## config.mk

```make
export PLATFORM = sky130hd
export DESIGN_NAME = ssc_top
export DESIGN_NICKNAME = d
export VERILOG_FILES = /design/src/pkg/ssc_pkg.sv /design/src/verilog/ssc_sync.sv /design/src/verilog/ssc_clkdiv.sv /design/src/verilog/ssc_top.sv
export VERILOG_INCLUDE_DIRS = /design/src /design/src/pkg
export SDC_FILE = /design/constraint.sdc
export NUM_CORES = 1
export LEC_CHECK = 0
export BUFFER_PORTS_ARGS = -buffer_cell sky130_fd_sc_hd__buf_2
export CAP_MARGIN = 5
export CORE_MARGIN = 4
export CORE_UTILIZATION = 45
export DETAILED_ROUTE_END_ITERATION = 8
export PLACE_DENSITY_LB_ADDON = 0.08
export REMOVE_ABC_BUFFERS = 1
export SYNTH_ARGS = -nofsm -noshare
export SYNTH_HDL_FRONTEND = slang
export SYNTH_HIERARCHICAL = 1
export SYNTH_SLANG_ARGS = --single-unit
```

## constraint.sdc

```tcl
create_clock -name ref_clk -period 11.8 [get_ports ref_clk]
set_clock_uncertainty 0.15 [all_clocks]
set_input_delay 2.36 -clock ref_clk [delete_from_list [all_inputs] [get_ports ref_clk]]
set_output_delay 2.36 -clock ref_clk [all_outputs]
set_load 0.05 [all_outputs]
```

## src/pkg/ssc_defs.svh

```systemverilog
// constants for the synchronous serial clock and transmit block
// assumes byte-wide register port and a 200 MHz ref_clk acting as the high-frequency clock
`ifndef SSC_DEFS_SVH
`define SSC_DEFS_SVH

// register offsets
`define SSC_ADDR_CTRL 8'h20
`define SSC_ADDR_STAT 8'h21
`define SSC_ADDR_DATA 8'h22

// serial_control_reg fields
`define SSC_CR_RUN 7
`define SSC_CR_FSTOP 6
`define SSC_CR_MODE_HI 5
`define SSC_CR_MODE_LO 4
`define SSC_CR_ORDER 3
`define SSC_CR_CLK_HI 2
`define SSC_CR_CLK_LO 0

// serial_state_reg fields
`define SSC_SR_ACTIVE 7
`define SSC_SR_SHIFT 6
`define SSC_SR_TXE 5
`define SSC_SR_RXF 4
`define SSC_SR_TX_UNDERRUN_ERROR_FLAG 3
`define SSC_SR_RXERR 2

// codes
`define SSC_CLK_EXT 3'h7
`define SSC_CLK_SLOWEST 3'h0
`define SSC_MODE_TX 2'h0
`define SSC_ORDER_LSB 1'h1

// counts
`define SSC_BITS_PER_BYTE 4'h8
`define SSC_LAST_BIT 4'h7
`define SSC_FIRST_BIT 4'h1
// half period of fc/2^n is 2^(n-1) ref cycles; codes 1..6 give n = 9 - code
`define SSC_FC_HALF_EXP 4'h8
`define SSC_FC4096_MASK 11'h7ff
// fs/16 half period is 8 fs rising edges
`define SSC_FS_HALF_LAST 3'h7

`endif

```

## src/pkg/ssc_pkg.sv

```systemverilog
// types and shift helpers for the synchronous serial clock and transmit block
// assumes ssc_defs.svh is visible on the include path
`include "ssc_defs.svh"

package ssc_pkg;

    typedef enum logic [1:0] {
        SSC_IDLE = 2'b00,
        SSC_SHIFT = 2'b01,
        SSC_WAIT = 2'b10
    } ssc_state_t;

    typedef struct packed {
        ssc_state_t state;
        logic sck;
        logic so;
        logic [7:0] shreg;
        logic [7:0] tbuf;
        logic [3:0] bitcnt;
        logic run;
        logic [1:0] mode;
        logic order;
        logic [2:0] clksel;
        logic shifting;
        logic txempty;
        logic tx_underrun_error_flag;
        logic loaded;
        logic irq_pend;
        logic irq;
        logic [7:0] rdata;
        logic sck_d;
        logic fs_d;
    } ssc_regs_t;

    typedef struct packed {
        logic [10:0] cnt;
        logic [2:0] fcnt;
    } ssc_div_t;

    function automatic logic ssc_out_bit(input logic [7:0] d, input logic order);
        return (order == `SSC_ORDER_LSB) ? d[0] : d[7];
    endfunction

    function automatic logic [7:0] ssc_shift(input logic [7:0] d, input logic order);
        return (order == `SSC_ORDER_LSB) ? {1'b1, d[7:1]} : {d[6:0], 1'b1};
    endfunction

endpackage

```

## src/verilog/ssc_sync.sv

```systemverilog
// two-flop synchroniser for pin-level inputs
// assumes inputs are asynchronous to ref_clk
`timescale 1ns/1ps
`default_nettype none

module ssc_sync #(
    parameter int WIDTH = 2
) (
    input wire logic ref_clk,
    input wire logic rst,
    input wire logic [WIDTH-1:0] async_in,
    output logic [WIDTH-1:0] sync_out
);
    logic [WIDTH-1:0] meta_r;
    logic [WIDTH-1:0] stage_r;

    // pins idle high, so reset to ones avoids a false falling edge
    always_ff @(posedge ref_clk or posedge rst) begin
        if (rst) begin
            meta_r <= '1;
            stage_r <= '1;
        end else begin
            meta_r <= async_in;
            stage_r <= meta_r;
        end
    end

    assign sync_out = stage_r;

endmodule // ssc_sync

`default_nettype wire

```

## src/verilog/ssc_clkdiv.sv

```systemverilog
// serial clock half-period tick generator
// assumes ref_clk is the high-frequency clock; fs_rise is a synchronised one-cycle pulse
`timescale 1ns/1ps
`default_nettype none
`include "ssc_defs.svh"

module ssc_clkdiv (
    input wire logic ref_clk,
    input wire logic rst,
    input wire logic [2:0] clksel,
    input wire logic slow_divider_select,
    input wire logic low_speed_mode,
    input wire logic fs_rise,
    output logic tick
);
    ssc_pkg::ssc_div_t st_r;
    ssc_pkg::ssc_div_t st_nxt;
    logic use_fs;
    logic [10:0] mask;

    // free-running divider: restart latency after a wait is at most one serial period
    always_comb begin
        use_fs = (clksel == `SSC_CLK_SLOWEST) && (slow_divider_select || low_speed_mode);
        if (clksel == `SSC_CLK_SLOWEST) begin
            mask = `SSC_FC4096_MASK;
        end else begin
            mask = 11'((11'h1 << (`SSC_FC_HALF_EXP - {1'b0, clksel})) - 11'h1);
        end
        st_nxt = st_r;
        st_nxt.cnt = st_r.cnt + 11'h1;
        if (fs_rise) begin
            st_nxt.fcnt = st_r.fcnt + 3'h1;
        end
        if (clksel == `SSC_CLK_EXT) begin
            tick = 1'b0;
        end else if (use_fs) begin
            tick = fs_rise && (st_r.fcnt == `SSC_FS_HALF_LAST); // see RULE_04
        end else if (low_speed_mode) begin
            // reserved codes in low-speed operation: clock stays parked
            tick = 1'b0;
        end else begin
            tick = (st_r.cnt & mask) == mask; // see RULE_04
        end
    end

    always_ff @(posedge ref_clk or posedge rst) begin
        if (rst) begin
            st_r <= '0;
        end else begin
            st_r <= st_nxt;
        end
    end

endmodule // ssc_clkdiv

`default_nettype wire

```

## src/verilog/ssc_top.sv

```systemverilog
// synchronous serial interface: clock source, bit order and transmit-only transfer
// assumes a byte-wide register port on ref_clk; pins are asynchronous and pass a synchroniser
//
// Notes on behaviour
// RULE_01: internal clock codes drive the serial clock pin, idle high.
// RULE_02: internal clock parks high when no next byte is buffered.
// RULE_03: clock resumes within one serial period after the buffer write.
// RULE_04: code 0 gives fc/4096 or fs/16; codes 1-6 give fc/256 to fc/8.
// RULE_05: code 111 takes the serial clock from the pin as input.
// RULE_06: external clock phases must each last at least four fc periods.
// RULE_07: transmit bits change on falling edges, receive samples on rising.
// RULE_08: one bit-order control; 0 sends MSB first, 1 sends LSB first.
// RULE_09: software changes bit order only while transfer is inactive.
// RULE_10: transfer mode 00 selects transmit-only operation.
// RULE_11: writing the transmit buffer clears the buffer-empty flag.
// RULE_12: transfer-active flag sets on a serial clock falling edge after run.
// RULE_13: shift flag is high from first to eighth falling edge of a byte.
// RULE_14: buffer-empty sets on next rising edge after load, interrupt next fall.
// RULE_15: internal clock never starts without a byte in the buffer.
// RULE_16: internal clock loads the buffer within one period, then clocks.
// RULE_17: external clock loads the buffer on the first received falling edge.
// RULE_18: internal clock waits high after a byte; buffer write restarts it.
// RULE_19: a byte written during a byte follows it with no gap.
// RULE_20: with external clock, software refills before the next byte starts.
// RULE_21: starting a byte with empty buffer sets underrun, then interrupts.
// RULE_22: force-stop halts at once, resets run, status, buffers, reads zero.
// RULE_23: error flag clears only by writing zero or force-stop.
// RULE_24: clearing run finishes the current byte, then goes idle high.
// RULE_25: interrupt request is a one-cycle pulse per event.
// RULE_26: external serial clock is synchronised and edge-detected on ref_clk.
`timescale 1ns/1ps
`default_nettype none
`include "ssc_defs.svh"

module ssc_top (
    input wire logic ref_clk,
    input wire logic rst,
    input wire logic [7:0] reg_addr,
    input wire logic [7:0] reg_wdata,
    input wire logic reg_wr,
    input wire logic reg_rd,
    output logic [7:0] reg_rdata,
    input wire logic slow_divider_select,
    input wire logic low_speed_mode,
    input wire logic low_freq_clock,
    input wire logic serial_clock_pin_i,
    output logic serial_clock_pin_o,
    output logic serial_clock_pin_oe_n,
    output logic serial_out_pin,
    output logic serial_irq
);
    ssc_pkg::ssc_regs_t st_r;
    ssc_pkg::ssc_regs_t st_nxt;
    logic [1:0] pins_sync;
    logic sck_sync;
    logic fs_sync;
    logic fs_rise;
    logic div_tick;
    logic ext_mode;
    logic start_ok;
    logic fall_ev;
    logic rise_ev;
    logic wr_ctrl;
    logic wr_stat;
    logic wr_data;

    ssc_sync #(
        .WIDTH(2)
    ) u_sync (
        .ref_clk(ref_clk),
        .rst(rst),
        .async_in({serial_clock_pin_i, low_freq_clock}),
        .sync_out(pins_sync)
    );

    assign sck_sync = pins_sync[1];
    assign fs_sync = pins_sync[0];
    assign fs_rise = fs_sync && !st_r.fs_d;

    ssc_clkdiv u_div (
        .ref_clk(ref_clk),
        .rst(rst),
        .clksel(st_r.clksel),
        .slow_divider_select(slow_divider_select),
        .low_speed_mode(low_speed_mode),
        .fs_rise(fs_rise),
        .tick(div_tick)
    );

    assign ext_mode = st_r.clksel == `SSC_CLK_EXT; // see RULE_05
    assign start_ok = st_r.run && (st_r.mode == `SSC_MODE_TX); // see RULE_10
    assign wr_ctrl = reg_wr && (reg_addr == `SSC_ADDR_CTRL);
    assign wr_stat = reg_wr && (reg_addr == `SSC_ADDR_STAT);
    assign wr_data = reg_wr && (reg_addr == `SSC_ADDR_DATA);

    // edges seen on ref_clk; external phases of four fc periods are always caught
    always_comb begin
        if (ext_mode) begin
            fall_ev = st_r.sck_d && !sck_sync; // see RULE_26, RULE_06
            rise_ev = !st_r.sck_d && sck_sync && (st_r.state == ssc_pkg::SSC_SHIFT);
        end else begin
            // the internal clock only falls when a byte can go out; otherwise it parks high
            fall_ev = div_tick && st_r.sck
                && ((st_r.state == ssc_pkg::SSC_SHIFT) || (start_ok && !st_r.txempty)); // see RULE_02, RULE_15
            rise_ev = div_tick && !st_r.sck && (st_r.state == ssc_pkg::SSC_SHIFT);
        end
    end

    always_comb begin
        st_nxt = st_r;
        st_nxt.irq = 1'b0;
        st_nxt.sck_d = sck_sync;
        st_nxt.fs_d = fs_sync;
        st_nxt.rdata = 8'h00;

        // register reads; the receive buffer is not built here and reads zero
        if (reg_rd) begin
            case (reg_addr)
                `SSC_ADDR_CTRL: begin
                    st_nxt.rdata = {st_r.run, 1'b0, st_r.mode, st_r.order, st_r.clksel};
                end
                `SSC_ADDR_STAT: begin
                    st_nxt.rdata = {st_r.state != ssc_pkg::SSC_IDLE, st_r.shifting, st_r.txempty,
                                    1'b0, st_r.tx_underrun_error_flag, 3'h0};
                end
                default: begin
                    st_nxt.rdata = 8'h00;
                end
            endcase
        end

        // register writes first, so that hardware set events below win
        if (wr_ctrl) begin
            st_nxt.run = reg_wdata[`SSC_CR_RUN];
            st_nxt.mode = reg_wdata[`SSC_CR_MODE_HI:`SSC_CR_MODE_LO];
            st_nxt.order = reg_wdata[`SSC_CR_ORDER]; // see RULE_08, RULE_09
            st_nxt.clksel = reg_wdata[`SSC_CR_CLK_HI:`SSC_CR_CLK_LO];
        end
        if (wr_stat && !reg_wdata[`SSC_SR_TX_UNDERRUN_ERROR_FLAG]) begin
            st_nxt.tx_underrun_error_flag = 1'b0; // see RULE_23
        end
        // a write while the buffer still holds a byte is dropped
        if (wr_data && st_r.txempty) begin
            st_nxt.tbuf = reg_wdata;
            st_nxt.txempty = 1'b0; // see RULE_11, RULE_19
        end

        // park the data line a cycle after the last rise, never on the sampling edge itself
        if (st_r.state == ssc_pkg::SSC_IDLE) begin
            st_nxt.so = 1'b1; // see RULE_24
        end

        if (fall_ev) begin
            if (st_r.irq_pend) begin
                st_nxt.irq = 1'b1; // see RULE_14, RULE_25
                st_nxt.irq_pend = 1'b0;
            end
            if (st_r.state == ssc_pkg::SSC_SHIFT) begin
                st_nxt.bitcnt = st_r.bitcnt + 4'h1;
                st_nxt.so = ssc_pkg::ssc_out_bit(st_r.shreg, st_r.order); // see RULE_07
                st_nxt.shreg = ssc_pkg::ssc_shift(st_r.shreg, st_r.order);
                if (st_r.bitcnt == `SSC_LAST_BIT) begin
                    st_nxt.shifting = 1'b0; // see RULE_13
                end
            end else if (start_ok) begin
                st_nxt.state = ssc_pkg::SSC_SHIFT; // see RULE_12
                st_nxt.bitcnt = `SSC_FIRST_BIT;
                st_nxt.shifting = 1'b1; // see RULE_13
                if (!st_r.txempty) begin
                    // load and first bit on the same falling edge
                    st_nxt.so = ssc_pkg::ssc_out_bit(st_r.tbuf, st_r.order); // see RULE_08
                    st_nxt.shreg = ssc_pkg::ssc_shift(st_r.tbuf, st_r.order); // see RULE_16, RULE_17
                    st_nxt.loaded = 1'b1;
                end else begin
                    // only reachable with external clock: the far side ignored the empty flag
                    st_nxt.tx_underrun_error_flag = 1'b1; // see RULE_21, RULE_20
                    st_nxt.irq_pend = 1'b1;
                    st_nxt.shreg = 8'hff;
                end
            end
            if (!ext_mode) begin
                st_nxt.sck = 1'b0;
            end
        end

        if (rise_ev) begin
            if (!ext_mode) begin
                st_nxt.sck = 1'b1;
            end
            if (st_r.loaded) begin
                st_nxt.txempty = 1'b1; // see RULE_14
                st_nxt.loaded = 1'b0;
                st_nxt.irq_pend = 1'b1;
            end
            if (st_r.bitcnt == `SSC_BITS_PER_BYTE) begin
                st_nxt.bitcnt = 4'h0;
                if (st_nxt.run) begin
                    st_nxt.state = ssc_pkg::SSC_WAIT; // see RULE_18, RULE_03
                end else begin
                    st_nxt.state = ssc_pkg::SSC_IDLE; // see RULE_24
                end
            end
        end

        // run dropped while parked between bytes: nothing left to finish
        if ((st_r.state == ssc_pkg::SSC_WAIT) && !st_nxt.run && !fall_ev) begin
            st_nxt.state = ssc_pkg::SSC_IDLE; // see RULE_24
            st_nxt.so = 1'b1;
        end

        if (st_nxt.tx_underrun_error_flag) begin
            st_nxt.so = 1'b1; // see RULE_21
        end

        // force-stop overrides everything in the same cycle
        if (wr_ctrl && reg_wdata[`SSC_CR_FSTOP]) begin
            st_nxt.state = ssc_pkg::SSC_IDLE; // see RULE_22
            st_nxt.run = 1'b0;
            st_nxt.sck = 1'b1;
            st_nxt.so = 1'b1;
            st_nxt.tbuf = 8'h00;
            st_nxt.shreg = 8'hff;
            st_nxt.bitcnt = 4'h0;
            st_nxt.shifting = 1'b0;
            st_nxt.txempty = 1'b1;
            st_nxt.tx_underrun_error_flag = 1'b0; // see RULE_23
            st_nxt.loaded = 1'b0;
            st_nxt.irq_pend = 1'b0;
            st_nxt.irq = 1'b0;
        end
    end

    always_ff @(posedge ref_clk or posedge rst) begin
        if (rst) begin
            st_r <= '0;
            st_r.sck <= 1'b1;
            st_r.so <= 1'b1;
            st_r.shreg <= 8'hff;
            st_r.txempty <= 1'b1;
            st_r.sck_d <= 1'b1;
            st_r.fs_d <= 1'b1;
        end else begin
            st_r <= st_nxt;
        end
    end

    assign reg_rdata = st_r.rdata;
    assign serial_clock_pin_o = st_r.sck; // see RULE_01
    assign serial_clock_pin_oe_n = ext_mode; // see RULE_01, RULE_05
    assign serial_out_pin = st_r.so;
    assign serial_irq = st_r.irq;
endmodule // ssc_top

`default_nettype wire

```

=== Word level (Yosys, flattened, before mapping) ===
Index checks and enable logic that the tools add are counted.
Widths: inputs -> output; s select.

* Bits in read-only memories: 0
* Logic and storage cells: 134
* RAM bits: 0
* Register bits: 65
* Memories: 0
* Input bits: 24
* Output and inout port bits: 12
* Bits in latches: 0

* Multiplexer cells: 54
* Reductions and logical operators: 39
* Order comparisons: 0
* Divide/modulo/power cells: 0
* Add/sub/neg operators: 5
* Shifts and indexed selects: 1
* Eq/ne operators: 11
* Bitwise operators: 1
* Multiply operators: 0

{| class="wikitable"
|+ Operator list
! cell !! number
|-
| $mux 8 || 5
|-
| $mux 1 || 25
|-
| $mux 25 || 1
|-
| $eq 8x6->1 const B || 3
|-
| $mux 4 || 6
|-
| $logic_and 1x1->1 || 20
|-
| $mux 9 || 2
|-
| $pmux 8 s2 || 1
|-
| $mux 2 || 7
|-
| $mux 12 || 1
|-
| $add 11x1->11 const B || 1
|-
| $and 11x11->11 || 1
|-
| $eq 11x11->1 || 1
|-
| $mux 11 || 1
|-
| $shl 1x4->11 const A || 1
|-
| $sub 11x1->11 const B || 1
|-
| $mux 3 || 3
|-
| $logic_not 1->1 || 8
|-
| $mux 7 || 1
|-
| $eq 3x3->1 const B || 2
|-
| $mux 6 || 1
|-
| $reduce_bool 2->1 || 3
|-
| $add 4x1->4 const B || 1
|-
| $eq 4x3->1 const B || 1
|-
| 12 further kinds || 14
|}

=== Longest topological paths before layout ===
* Word-level depth: 17
* Depth in mapped cells: 15

=== Cells and area by module ===
The synthesis kept the hierarchy.

{| class="wikitable"
|+ Modules (own cells, without submodules)
! module !! cells an instance !! seq. area each (um^2) !! times used !! area an instance (um^2)
|-
| ssc_top || 266 || 1,192.4 || 1 || 2,529.9
|-
| ssc_clkdiv || 80 || 350.3 || 1 || 854.6
|-
| ssc_sync || 5 || 105.1 || 1 || 108.9
|}

=== Worst setup path before layout ===
No wires, ideal clock.

* Path type: in2reg
* Start point: in slow_divider_select
* End point: reg, netlist name st_r[46]
* Path buffers: 0
* Arrival time: 4.288 ns
* Cell stages on the path: 9
* Path slack: 7.279 ns
* Data required time: 11.567 ns
* Path through: nand4b_1 a2111oi_0 nand4_1 o22ai_2 nor2b_1 mux2i_1 or4_1 or3_1 o21ai_0

{| class="wikitable"
|+ RTL lines
! what !! line !! text
|-
| start, declared || ssc_top.sv:43 || <nowiki>input wire logic slow_divider_select,</nowiki>
|}

==> results.json <==
{
  "status": "completed",
  "grt.total_usage_pct": 18.55,
  "tightest_slew_ns": 1.016,
  "start_util_pct": 47.15,
  "synth-seq-cells": 65,
  "arrival_ns": 4.66,
  "n_fill_cell": 709,
  "synth_common_cells": "48 x dfrtp_1, 30 x nand2_1, 29 x o21ai_0, 22 x nor2_1",
  "rows": 31,
  "start_kind": "primary input",
  "max_freq_ghz": 0.2194,
  "synthToLayoutAreaGrowth_pct": 9.312,
  "clock_sink_count": 65,
  "synth.top_cell.area_share_pct": 34.38,
  "cts_buffer_depth": 2,
  "synth-compound-area-share_pct": 15.19,
  "ys_seq_area_share_pct": 47.17,
  "cts_buffers": 9,
  "maxSlewHeadroom_pct": 32.16,
  "grt_pass1_vias": 2563,
  "maxSlewViolCount": 0,
  "ys.flop_type": "dfrtp_1",
  "fin_total_pwr_mw": 0.5447,
  "synth_adder_area_share_pct": 2.507,
  "p_sw_mw": 0.1621,
  "dpl.cell_count": 460,
  "r2r_slack_ns": 7.72,
  "grt_max_degree": 48,
  "fin_cells": 476,
  "p_int_mw": 0.3826,
  "antenna_found_initial": 0,
  "place_ws_ns": 6.956,
  "worstPathRequired_ns": 11.90,
  "setup_ws_ns": 7.242,
  "multiInputGateArea_sq_um": 1643,
  "design_area_sq_um": 3819,
  "num_io_pins": 36,
  "yosysTopAreaCell": "dfrtp_1",
  "yosysWarnings": 6,
  "wl_per_cell_microns": 16.38,
  "cts_tree": "done",
  "finalCritPeriodShare_pct": 38.63,
  "hpwl_mm": 5.413,
  "root_buffer": "clkbuf_8",
  "routed_wl_mm": 7.798,
  "whs_ns": 0.2066,
  "drt_iter0_markers": 123,
  "port_buffers": 35,
  "cts_setup_buffers": 0,
  "synth.area.top_cells": "dfrtp_1 34%, dfstp_2 13%, mux2_2 4.5%, o21ai_0 4.2%, mux2i_1 4.0%",
  "worstReg2RegStart": "st_r[18]",
  "grt-ovfl-total": 0,
  "grt_pass1_wl_mm": 13.05,
  "cp-startpoint": "slow_divider_select",
  "crit_chain": "buf_2 > nand4b_1 > a2111oi_0 > nand4_1 > o22ai_2 > nor2b_1 > mux2i_1 > or4_1 > or3_1 > o21ai_0",
  "synth_top_family_by_area": "simple AND/OR/NAND/NOR gates",
  "synth.most_common_cell": "dfrtp_1",
  "viasPerCell": 5.559,
  "ys_types": 61,
  "die_w_microns": 96.11,
  "clkPwrFrac_pct": 31.7,
  "core_area_sq_um": 7408,
  "r2r-end": "st_r[46]",
  "combPwrFrac_pct": 16.8,
  "cts_resized": 0,
  "crit_type": "primary input to flip-flop",
  "p_sw_share_pct": 29.76,
  "cp-endpoint": "st_r[46]",
  "finalHoldViolCount": 0,
  "rsz0062_at_grt": "false",
  "drc_errors": 0,
  "syn_avg_cell_area_sq_um": 9.953,
  "seqCellArea_sq_um": 1648,
  "cts.clk_slew.worst_paths_ns": 0.07,
  "r2r_cells": 13,
  "netlist_area_sq_um": 3493,
  "synthMuxAreaShare_pct": 8.524,
  "tns_ns": 0,
  "insertion_delay_ns": 0.34,
  "utilization_pct": 51.55,
  "cap_violations": 0,
  "peakVddDrop_mv": 0.08781,
  "synth-edff-count": 0,
  "synth_cells": 351,
  "drtPass1Iterations": 4,
  "antenna_cells": 0,
  "pwr-share-seq_pct": 51.5,
  "die_h_microns": 96.11,
  "cp_max_fo": 4,
  "yosys.area_share.simple_pct": 17.80,
  "nets": 403,
  "drive_above_1_share_pct": 25.20,
  "die_area_sq_um": 9236,
  "vias": 2646,
  "cts-htree-levels": 3,
  "synth-xor-area-share_pct": 3.009,
  "postCtsHoldBufs": 0,
  "crit_path_end_kind": "flip-flop",
  "p_leak_nw": 1.708,
  "cp_slowest_cell": "or4_1",
  "async_flop_share_pct": 100.0,
  "placed_cell_area_sq_um": 3642,
  "min_period_ns": 4.558,
  "gp_congestion": 0.7962,
  "power_density_nw_per_um2": 142.6,
  "ant_nets": 0,
  "hold_class": "flip-flop to flip-flop",
  "cpPeakStageDelay_ns": 0.51,
  "setup_viol": 0
}
registers in the layout (all words and copies together), names as in the netlist:
name / count
st_r: 36
u_sync/sync_out: 2
serial_clock_pin_o: 1
serial_out_pin: 1
u_div/st_r: 14
serial_irq: 1
u_sync/meta_r: 2
reg_rdata: 8
cell usage in the layout (no fill, tap or decap), types with 2 or more instances in the layout:
| cell | count |
|---|---|
| dfrtp_1 | 48 |
| buf_2 | 35 |
| nand2_1 | 30 |
| o21ai_0 | 29 |
| nor2_1 | 22 |
| a21oi_1 | 17 |
| dfstp_2 | 17 |
| nand3_1 | 14 |
| mux2i_1 | 14 |
| mux2_2 | 14 |
| inv_1 | 11 |
| nor3_1 | 11 |
| clkbuf_8 | 11 |
| xnor2_1 | 9 |
| and2_1 | 7 |
| ha_1 | 7 |
| o211ai_1 | 6 |
| nor2b_1 | 5 |
| a31oi_1 | 4 |
| and3_1 | 4 |
| a21o_1 | 3 |
| nand4_1 | 3 |
| a211oi_1 | 3 |
| a311oi_1 | 3 |
| xor2_1 | 3 |
| nor3b_1 | 2 |
| o22ai_1 | 2 |
| or3_1 | 2 |
| or2_2 | 2 |
| o2111ai_1 | 2 |
| nand4b_1 | 2 |
| clkinv_2 | 2 |
| clkbuf_1 | 2 |
| nor4_1 | 2 |
cells by family (layout without fill, tap and decap cells):
group | count (synthesis) | count (layout)
AO/OA/AOI/OAI | 83 | 83
XOR/XNOR | 12 | 12
adder cells (fa/ha/maj) | 7 | 7
buffers and inverters | 38 | 64
flip-flops | 65 | 65
multiplexers | 28 | 28
AND/OR/NAND/NOR | 118 | 118
critical path, delay by kind of cell:
family | cells | cell delay, ns
multiplexers | 1 | 0.12
buffers and inverters | 1 | 0.10
AND/OR/NAND/NOR | 5 | 1.35
AO/OA/AOI/OAI | 3 | 0.74
worst min path at each step:
| stage | cells after the start | startpoint | endpoint | slack, ns |
|---|---|---|---|---|
| 2_1_floorplan | 0 | u_sync/meta_r[0] | u_sync/sync_out[0] | 0.20 |
| 3_3_place_gp | 0 | u_sync/meta_r[0] | u_sync/sync_out[0] | 0.20 |
| 3_5_place_dp | 0 | u_sync/meta_r[1] | u_sync/sync_out[1] | 0.20 |
| 4_1_cts | 0 | u_sync/meta_r[1] | u_sync/sync_out[1] | 0.21 |
| 5_1_grt | 0 | u_sync/meta_r[1] | u_sync/sync_out[1] | 0.21 |
| 6_report | 0 | u_sync/meta_r[1] | u_sync/sync_out[1] | 0.21 |
power by group through the flow:
stage / clock network, mW / logic [mW] / registers (mW)
finish: 0.172 / 0.0917 / 0.281
global route: 0.188 / 0.106 / 0.285
CTS: 0.179 / 0.0928 / 0.280
detailed placement: 0 / 0.0922 / 0.284
global placement: 0 / 0.0893 / 0.284
floorplan: 0 / 0.0568 / 0.291
layout make-up:
cell class	count	area share, %
Clock buffer	13	4.161
Clock inverter	3	0.4587
Inverter	12	1.180
Multi-Input combinational cell	248	43.02
Sequential cell	65	43.15
Tap cell	99	3.244
Timing Repair Buffer	36	4.784
routing by layer:
layer,up-vias,wire [microns],track usage (%)
met1,1283,4019,27.47
met3,8,411,4.926
met2,61,3283,26.51
li1,1294,-,-
met4,0,84,5.213
met5,-,0,0
No activity file was read; power rests on OpenSTA's default activity.
